$ cat src/design/fault_latch_pkg.sv
/*
 Constants, register map and state encodings for the converter fault-latch control.
 Assumes a 40 MHz pclk; time constants are converted to whole cycles here.
*/
`default_nettype none
package fault_latch_pkg;
    localparam int unsigned CLK_HZ = 40000000;
    // Persistence time for the output-high, output-low, timing-pin and over-current faults
    localparam int unsigned PERSIST_US = 500;
    localparam int unsigned PERSIST_CYCLES = (PERSIST_US * (CLK_HZ / 1000000));
    // Soft-start time-out
    localparam int unsigned SS_TIMEOUT_MS = 64;
    localparam int unsigned SS_TIMEOUT_CYCLES = SS_TIMEOUT_MS * (CLK_HZ / 1000);
    localparam int CNT_W = 32;

    // Register byte offsets
    localparam logic [11:0] CTRL_OFF = 12'h000;
    localparam logic [11:0] STATUS_OFF = 12'h004;
    localparam logic [11:0] IRQ_STAT_OFF = 12'h008;
    localparam logic [11:0] IRQ_MASK_OFF = 12'h00C;

    // Control register: bit 0 software force-off, bit 1 timer test freeze not used
    localparam int CTRL_FORCE_OFF_BIT = 0;
    localparam logic [31:0] CTRL_RESET = 32'h0000_0000;
    localparam logic [31:0] IRQ_MASK_RESET = 32'h0000_0000;

    // Event bit positions (shared by status, interrupt status and mask)
    localparam int EV_OUT_HIGH = 0;
    localparam int EV_OUT_LOW = 1;
    localparam int EV_TIMING_PIN = 2;
    localparam int EV_OVERCURRENT = 3;
    localparam int EV_SS_TIMEOUT = 4;
    localparam int EV_OVERTEMP = 5;
    localparam int EV_LOCKOUT = 6;
    localparam int EV_W = 7;

    // Status register extra bits
    localparam int ST_LATCHED = 8;
    localparam int ST_RUN = 9;
    localparam int ST_STATE_LSB = 12;

    typedef enum logic [2:0] {
        ST_STANDBY = 3'b000,
        ST_SOFTSTART = 3'b001,
        ST_REGULATE = 3'b011,
        ST_OFF_LATCH = 3'b010
    } seq_state_type;
endpackage
`default_nettype wire

$ cat src/design/converter_fault_latch_control.sv
/*
 Converter fault-latch control: qualifies comparator flags, sequences soft start,
 holds the off latch and exposes status and interrupts over APB.
 Assumes comparator flags and the enable pin are asynchronous levels.
*/
// Summary of operation
// - Output-high check armed only with enable high and soft start past threshold.
// - Output-low check armed once soft start passes threshold; off while enable low.
// - Feedback high for 500 us continuously forces output low and latches.
// - Supply below lockout level gives standby except from the off latch; leave only after hysteresis recovery.
// - Timing-pin open or short for 500 us forces output low and latches.
// - Timing-pin check always active once supply start-up has completed.
// - Soft start not past threshold within 64 ms enters the off latch.
// - Every latching protection enters one off-latch state holding output low.
// - Host drives enable low once; device clears the latch on enable low.
// - Over-temperature flag forces converter output low while it stands.
// - Over-current ends high-side conduction within the same switching period.
// - Over-current limiting for 500 us continuously forces output low and latches.
`timescale 1ns/1ps
`default_nettype none
module converter_fault_latch_control (
    // Clock, reset, enable
    input wire logic pclk,
    input wire logic presetn,
    input wire logic clk_en,
    // APB slave
    input wire logic psel,
    input wire logic penable,
    input wire logic pwrite,
    input wire logic [11:0] paddr,
    input wire logic [31:0] pwdata,
    output logic [31:0] prdata,
    output logic pready,
    output logic pslverr,
    // Pins and comparator flags
    input wire logic enable_pin,
    input wire logic supply_ok,
    input wire logic soft_start_threshold,
    input wire logic feedback_high,
    input wire logic feedback_low,
    input wire logic timing_pin_open_short_fault,
    input wire logic overcurrent,
    input wire logic overtemp_shutdown,
    input wire logic pwm_period_start,
    input wire logic pwm_on_request,
    // Converter control
    output logic converter_run,
    output logic soft_start_run,
    output logic high_side_on,
    output logic irq
);
    localparam int NS = 9;

    logic [NS-1:0] raw_in;
    logic [NS-1:0] sync_in;
    assign raw_in = {pwm_on_request, pwm_period_start, overtemp_shutdown, overcurrent,
                     timing_pin_open_short_fault, feedback_low, feedback_high,
                     soft_start_threshold, enable_pin};

    sync2 #(.W(NS)) u_sync (
        .pclk(pclk),
        .presetn(presetn),
        .clk_en(clk_en),
        .d(raw_in),
        .q(sync_in)
    );

    // Supply comparator carries the hysteresis; its level is already the lockout state.
    logic supply_s;
    sync2 #(.W(1)) u_sync_supply (
        .pclk(pclk),
        .presetn(presetn),
        .clk_en(clk_en),
        .d(supply_ok),
        .q(supply_s)
    );

    wire en_s = sync_in[0];
    wire ss_s = sync_in[1];
    wire fb_high_s = sync_in[2];
    wire fb_low_s = sync_in[3];
    wire tpin_s = sync_in[4];
    wire oc_s = sync_in[5];
    wire ot_s = sync_in[6];
    wire period_s = sync_in[7];
    wire on_req_s = sync_in[8];

    fault_latch_pkg::seq_state_type state_reg;
    fault_latch_pkg::seq_state_type state_next;
    logic [fault_latch_pkg::CNT_W-1:0] ss_count_reg;
    logic [31:0] ctrl_reg;
    logic [fault_latch_pkg::EV_W-1:0] irq_stat_reg;
    logic [fault_latch_pkg::EV_W-1:0] irq_mask_reg;
    logic [fault_latch_pkg::EV_W-1:0] cause_reg;
    logic oc_cut_reg;
    logic [31:0] prdata_reg;

    wire in_run = (state_reg == fault_latch_pkg::ST_SOFTSTART) || (state_reg == fault_latch_pkg::ST_REGULATE);
    wire lockout = !supply_s;

    wire high_armed = en_s && ss_s && in_run;
    wire low_armed = en_s && ss_s && in_run;
    wire tpin_armed = !lockout;

    logic exp_high;
    logic exp_low;
    logic exp_tpin;
    logic exp_oc;

    persist_timer #(.LIMIT(fault_latch_pkg::PERSIST_CYCLES)) u_t_high (
        .pclk(pclk),
        .presetn(presetn),
        .clk_en(clk_en),
        .flag(fb_high_s && high_armed),
        .expired(exp_high)
    );
    persist_timer #(.LIMIT(fault_latch_pkg::PERSIST_CYCLES)) u_t_low (
        .pclk(pclk),
        .presetn(presetn),
        .clk_en(clk_en),
        .flag(fb_low_s && low_armed),
        .expired(exp_low)
    );
    persist_timer #(.LIMIT(fault_latch_pkg::PERSIST_CYCLES)) u_t_tpin (
        .pclk(pclk),
        .presetn(presetn),
        .clk_en(clk_en),
        .flag(tpin_s && tpin_armed),
        .expired(exp_tpin)
    );
    persist_timer #(.LIMIT(fault_latch_pkg::PERSIST_CYCLES)) u_t_oc (
        .pclk(pclk),
        .presetn(presetn),
        .clk_en(clk_en),
        .flag(oc_s && in_run),
        .expired(exp_oc)
    );

    wire ss_timeout = (state_reg == fault_latch_pkg::ST_SOFTSTART) &&
                      (ss_count_reg >= fault_latch_pkg::CNT_W'(fault_latch_pkg::SS_TIMEOUT_CYCLES - 1));

    wire sw_force_off = ctrl_reg[fault_latch_pkg::CTRL_FORCE_OFF_BIT];
    // One latch for all latching faults
    wire latch_trip = in_run && (exp_high || exp_low || exp_tpin || exp_oc || ss_timeout);

    logic [fault_latch_pkg::EV_W-1:0] events;
    assign events = {lockout, ot_s && in_run, ss_timeout, exp_oc, exp_tpin, exp_low, exp_high};

    always_comb begin
        state_next = state_reg;
        case (state_reg)
            fault_latch_pkg::ST_STANDBY: begin
                if (en_s && !lockout && !sw_force_off) begin
                    state_next = fault_latch_pkg::ST_SOFTSTART;
                end
            end
            fault_latch_pkg::ST_SOFTSTART: begin
                if (lockout || !en_s || sw_force_off) begin
                    state_next = fault_latch_pkg::ST_STANDBY;
                end else if (latch_trip) begin
                    state_next = fault_latch_pkg::ST_OFF_LATCH;
                end else if (ss_s) begin
                    state_next = fault_latch_pkg::ST_REGULATE;
                end
            end
            fault_latch_pkg::ST_REGULATE: begin
                if (lockout || !en_s || sw_force_off) begin
                    state_next = fault_latch_pkg::ST_STANDBY;
                end else if (latch_trip) begin
                    state_next = fault_latch_pkg::ST_OFF_LATCH;
                end
            end
            fault_latch_pkg::ST_OFF_LATCH: begin
                if (!en_s) begin
                    state_next = fault_latch_pkg::ST_STANDBY;
                end
            end
            default: state_next = fault_latch_pkg::ST_STANDBY;
        endcase
    end

    always_ff @(posedge pclk or negedge presetn) begin
        if (!presetn) begin
            state_reg <= fault_latch_pkg::ST_STANDBY;
            ss_count_reg <= '0;
        end else if (clk_en) begin
            state_reg <= state_next;
            ss_count_reg <= (state_reg == fault_latch_pkg::ST_SOFTSTART) ? ss_count_reg + 1'b1 : '0;
        end
    end

    // Cause of the last latch, kept until the latch is released
    always_ff @(posedge pclk or negedge presetn) begin
        if (!presetn) begin
            cause_reg <= '0;
        end else if (clk_en) begin
            if (state_reg == fault_latch_pkg::ST_STANDBY) begin
                cause_reg <= '0;
            end else if (latch_trip) begin
                cause_reg <= cause_reg | events;
            end
        end
    end

    // Cycle-by-cycle current cut, released at the next period start
    always_ff @(posedge pclk or negedge presetn) begin
        if (!presetn) begin
            oc_cut_reg <= 1'b0;
        end else if (clk_en) begin
            if (oc_s) begin
                oc_cut_reg <= 1'b1;
            end else if (period_s) begin
                oc_cut_reg <= 1'b0;
            end
        end
    end

    wire run_ok = in_run && !ot_s;

    always_ff @(posedge pclk or negedge presetn) begin
        if (!presetn) begin
            converter_run <= 1'b0;
            soft_start_run <= 1'b0;
            high_side_on <= 1'b0;
        end else if (clk_en) begin
            converter_run <= run_ok;
            soft_start_run <= in_run;
            high_side_on <= run_ok && on_req_s && !oc_s && !oc_cut_reg;
        end
    end

    // APB decode
    wire apb_access = psel && penable;
    wire apb_wr = apb_access && pwrite;
    wire hit_ctrl = (paddr == fault_latch_pkg::CTRL_OFF);
    wire hit_status = (paddr == fault_latch_pkg::STATUS_OFF);
    wire hit_istat = (paddr == fault_latch_pkg::IRQ_STAT_OFF);
    wire hit_imask = (paddr == fault_latch_pkg::IRQ_MASK_OFF);
    wire hit_any = hit_ctrl || hit_status || hit_istat || hit_imask;

    logic [31:0] status_word;
    assign status_word = {16'h0000, 1'b0, state_reg, 2'b00, in_run, state_reg == fault_latch_pkg::ST_OFF_LATCH,
                          1'b0, cause_reg};

    logic [31:0] read_mux;
    assign read_mux = hit_ctrl ? ctrl_reg :
                      hit_status ? status_word :
                      hit_istat ? {25'h0000000, irq_stat_reg} :
                      hit_imask ? {25'h0000000, irq_mask_reg} : 32'h0000_0000;

    assign pready = 1'b1;
    assign pslverr = apb_access && !hit_any;
    assign prdata = prdata_reg;

    always_ff @(posedge pclk or negedge presetn) begin
        if (!presetn) begin
            prdata_reg <= 32'h0000_0000;
        end else if (clk_en && psel && !penable && !pwrite) begin
            prdata_reg <= read_mux;
        end
    end

    always_ff @(posedge pclk or negedge presetn) begin
        if (!presetn) begin
            ctrl_reg <= fault_latch_pkg::CTRL_RESET;
            irq_mask_reg <= fault_latch_pkg::IRQ_MASK_RESET[fault_latch_pkg::EV_W-1:0];
        end else if (clk_en && apb_wr) begin
            if (hit_ctrl) begin
                ctrl_reg <= {31'h00000000, pwdata[0]};
            end
            if (hit_imask) begin
                irq_mask_reg <= pwdata[fault_latch_pkg::EV_W-1:0];
            end
        end
    end

    // Sticky events: a set in the same cycle as a write-one clear wins
    wire [fault_latch_pkg::EV_W-1:0] w1c = (apb_wr && hit_istat) ? pwdata[fault_latch_pkg::EV_W-1:0] : '0;
    always_ff @(posedge pclk or negedge presetn) begin
        if (!presetn) begin
            irq_stat_reg <= '0;
        end else if (clk_en) begin
            irq_stat_reg <= (irq_stat_reg & ~w1c) | events;
        end
    end

    assign irq = |(irq_stat_reg & irq_mask_reg);
endmodule
`default_nettype wire

$ cat src/design/persist_timer.sv
/*
 Persistence timer: raises expired once its flag has held without a break for LIMIT cycles, and holds it while the flag stays high.
 Assumes the flag is already synchronous to clk.
*/
`timescale 1ns/1ps
`default_nettype none
module persist_timer #(
    parameter int unsigned LIMIT = 20000
) (
    // Clock and reset
    input wire logic pclk,
    input wire logic presetn,
    input wire logic clk_en,
    // Flag and result
    input wire logic flag,
    output logic expired
);
    logic [fault_latch_pkg::CNT_W-1:0] count_reg;
    logic [fault_latch_pkg::CNT_W-1:0] count_next;
    wire at_limit = (count_reg >= fault_latch_pkg::CNT_W'(LIMIT - 1));

    assign count_next = !flag ? '0 : (at_limit ? count_reg : count_reg + 1'b1);
    assign expired = flag && at_limit;

    always_ff @(posedge pclk or negedge presetn) begin
        if (!presetn) begin
            count_reg <= '0;
        end else if (clk_en) begin
            count_reg <= count_next;
        end
    end
endmodule
`default_nettype wire

$ cat src/design/sync2.sv
/*
 Two flip-flop synchroniser for a bus of levels from outside the clock domain.
 Assumes each bit changes slowly compared with pclk.
*/
`timescale 1ns/1ps
`default_nettype none
module sync2 #(
    parameter int W = 1
) (
    // Clock and reset
    input wire logic pclk,
    input wire logic presetn,
    input wire logic clk_en,
    // Levels
    input wire logic [W-1:0] d,
    output logic [W-1:0] q
);
    logic [W-1:0] meta_reg;
    logic [W-1:0] q_reg;
    assign q = q_reg;

    always_ff @(posedge pclk or negedge presetn) begin
        if (!presetn) begin
            meta_reg <= '0;
            q_reg <= '0;
        end else if (clk_en) begin
            meta_reg <= d;
            q_reg <= meta_reg;
        end
    end
endmodule
`default_nettype wire

$ cat config.mk
export PLATFORM = sky130hd
export DESIGN_NAME = converter_fault_latch_control
export DESIGN_NICKNAME = d
export VERILOG_FILES = /design/src/design/fault_latch_pkg.sv /design/src/design/converter_fault_latch_control.sv /design/src/design/persist_timer.sv /design/src/design/sync2.sv
export SDC_FILE = /design/constraint.sdc
export NUM_CORES = 1
export LEC_CHECK = 0
export BUFFER_PORTS_ARGS = -buffer_cell sky130_fd_sc_hd__buf_2
export CORE_AREA = 2 2 134 136
export CTS_BUF_LIST = sky130_fd_sc_hd__clkbuf_8
export DETAILED_ROUTE_END_ITERATION = 10
export DIE_AREA = 0 0 136 138
export PLACE_DENSITY = 0.8
export SETUP_SLACK_MARGIN = 0.5
export SYNTH_ARGS = -nofsm -noshare
export SYNTH_HDL_FRONTEND = slang
export SYNTH_SLANG_ARGS = --single-unit
export TNS_END_PERCENT = 10
$ cat constraint.sdc
create_clock -name pclk -period 6.2 [get_ports pclk]
set_input_delay 0.62 -clock pclk [delete_from_list [all_inputs] [get_ports pclk]]
set_output_delay 0.62 -clock pclk [all_outputs]
set_load 0.02 [all_outputs]
==> impl_metrics.py <==
metrics = {
    "min_path": {
        "hold_path.class": "input port to async pin",
    },
    "sta": {
        "finalWorstSetupSlack_ps": 3500,
        "worstMarginPinSlew_ps": 1100,
        "finalClockSkew_ps": 22.3,
        "holdWs_ps": 128,
        "fin_crit_sh_pct": 43.5,
        "max_freq_mhz": 371,
        "period_minus_slack_ps": 2700,
        "finalSetupTns_ps": 0,
        "hold_viol_final": 0,
        "rsz0062_at_grt": "no",
        "slew_violations": 0,
        "slew_headroom_pct": 26.6,
        "setup-violations-final": 0,
    },
    "cts": {
        "htree_num_levels": 2,
        "cts.path.max_buffers": 3,
        "clk_latency_ps": 520,
        "post_cts_resized": 0,
        "cts_tree": "yes",
        "cts.sinks": 219,
        "hold_buffers": 0,
        "post-cts-setup-buffers": 0,
        "clkSlewWorstSetupHoldPaths_ps": 60,
        "cts_root_buffer": "clkbuf_8",
        "cts_buffers": 36,
    },
    "setup_path": {
        "worstReg2RegEnd": "u_t_tpin.count_reg[8]",
        "cp-start-kind": "register",
        "r2r_start": "u_t_tpin.count_reg[0]",
        "worst-r2r-setup-slack_ps": 3500,
        "cp-end-kind": "register",
        "crit_type": "register to register",
        "ff2ff_path_depth": 7,
        "cp_data_arrival_time_ps": 3130,
        "worstPathRequired_ps": 6640,
        "path_max_fanout": 15,
    },
    "power": {
        "p_seq_share_pct": 50.3,
        "pwr-share-clk_pct": 42.6,
        "cellPowerDensity_nw_per_um2": 265,
        "p_comb_share_pct": 7.1,
        "swShare_pct": 25.1,
        "p_switching_w": 0.000752,
        "p_leak_nw": 5.27,
        "ir_worst_vdd_mv": 0.188,
        "p_int_w": 0.00225,
    },
    "logic_synthesis": {
        "async_flop_share_pct": 100,
        "ys_seq_area_share_pct": 53.3,
        "ys_ff_latch": 219,
        "synth.most_common_cell": "dfrtp_1",
        "synth_edf_count": 0,
        "synth_flop_cell": "dfrtp_1",
        "synthTopCellsByArea": "dfrtp_1 (53%), and2_1 (4.1%), mux2_2 (4.1%)",
        "yosysTopAreaCell": "dfrtp_1",
        "synth_top_area_share_pct": 53.3,
        "synth.avg_cell_area_um2": 10.4,
        "synthTopCellsByCount": "dfrtp_1 (219), nand2_1 (99), nor2_1 (82)",
        "synthCells": 990,
        "synth.cell_area_um2": 10300,
        "ys.warnings.count": 0,
        "synth.distinct_cells": 63,
    },
    "detailed_routing": {
        "drt_iter0_drc": 561,
        "vias_per_cell": 5.92,
        "drc_errors": 0,
        "vias": 7643,
        "routedWlPerCell_um": 15.9,
        "dr.pass1.iters": 5,
        "wl_um": 20500,
        "postRouteAntennaNets": 0,
    },
    "global_routing": {
        "gr-max-usage-layer": "met2",
        "antenna_found_initial": 0,
        "grt_pass1_wl_um": 34400,
        "grt_overflow": 0,
        "grt_max_degree": 111,
        "grt_util_met1_pct": 32.4,
        "met2_usage_pct": 33.6,
        "grt.total_usage_pct": 22.2,
        "use_met3_pct": 4.51,
        "grt_pass1_vias": 7275,
    },
    "die": {
        "die_y_um": 138,
        "num_rows": 49,
        "start_util_pct": 58.6,
        "fp.dieArea_um2": 18800,
        "core_area_um2": 17500,
        "io_pins": 98,
        "die_x_um": 136,
    },
    "placement": {
        "pre_cts_slack_ps": 3050,
        "port_buffers": 50,
        "dpl.cell_count": 1229,
        "dp.final_hpwl_um": 13400,
        "gp_congestion": 0.810,
    },
    "finish": {
        "antenna_cells": 0,
        "drive_above_1_share_pct": 15.1,
        "multi_input_area_um2": 4450,
        "finish.utilization_pct": 64.6,
        "nNetsFinal": 1103,
        "instances_no_fill": 1290,
        "regArea_um2": 5480,
        "nFillCells": 1436,
        "syn2layout_area_growth_pct": 10.2,
    },
    "status": {
        "status": "finished clean",
    },
    "run": {
        "max_cap_viol_count": 0,
    },
}
-- critical path, cell delays in order (launching register included) --
cell and delay, ps:
dfrtp_1 420, ha_1 230, and4_1 360, or4_1 160, nand4_1 120, a21oi_1 890
or3_1 250, mux2i_1 190
-- area by class of cell --
type | instances | area share, %
Timing Repair Buffer | 56 | 2.69
Sequential cell | 219 | 48.4
Clock inverter | 14 | 0.784
Inverter | 19 | 0.629
Multi-Input combinational cell | 706 | 39.3
Tap cell | 229 | 2.53
Clock buffer | 47 | 5.71
-- through the flow --
stage	instance area, um2	power [W]
finish	11300	0.00300
global route	11300	0.00313
CTS	11300	0.00303
detailed placement	10600	0.00175
global placement	10600	0.00174
floorplan	10400	0.00167
-- cell families (layout without fill, tap and decap cells) --
logic type | count (synthesis) | after routing | share of synthesized area [%]
muxes | 52 | 52 | 5.63
buffers and inverters | 85 | 136 | 4.10
xor gates and xnor gates | 31 | 31 | 2.64
DFF | 219 | 219 | 53.3
AOI/OAI and AO/OA | 145 | 145 | 10.3
other | 2 | 22 | 0.0730
adders and majority gates | 5 | 5 | 0.608
and+or+nand+nor | 451 | 451 | 23.4
-- cell usage in the layout, fill, tap and decap left out, drive strengths merged, types with 19 or more instances in the layout --
master / Yosys / routed
mux2: 37 / 37
inv: 19 / 24
xor2: 22 / 22
buf: 33 / 56
nand3: 37 / 37
dfrtp: 219 / 219
conb: 2 / 22
nand2b: 19 / 19
clkbuf: 33 / 47
o21ai: 24 / 24
nand2: 99 / 99
o31ai: 28 / 28
nor2: 83 / 83
nand4: 39 / 39
nor4: 32 / 32
and2: 67 / 67
or4: 19 / 19
a21oi: 20 / 20
-- metal layers --
layer / share of wire (%) / up-vias
met4: 2.1 / 0
met3: 6.0 / 33
met1: 46 / 3759
met2: 46 / 227
li1: - / 3624
met5: 0 / -
-- worst max-delay path by stage --
stage / startpoint / slack (ps) / to
2_1_floorplan: u_t_tpin.count_reg[0] / 3860 / u_t_tpin.count_reg[11]
3_3_place_gp: clk_en / 3020 / ss_count_reg[27]
3_5_place_dp: clk_en / 3050 / ss_count_reg[25]
4_1_cts: u_t_oc.count_reg[0] / 3550 / cause_reg[5]
5_1_grt: clk_en / 3240 / ss_count_reg[31]
6_report: u_t_tpin.count_reg[0] / 3500 / u_t_tpin.count_reg[8]
-- power by group through the flow --
stage               clock (W)  combinational [W]  sequential [W]
floorplan                   0           0.000150         0.00152
global placement            0           0.000211         0.00153
detailed placement          0           0.000215         0.00153
CTS                   0.00131           0.000216         0.00151
global route          0.00137           0.000241         0.00151
finish                0.00128           0.000213         0.00151
Note: power is estimated with default switching activity, not from simulation.
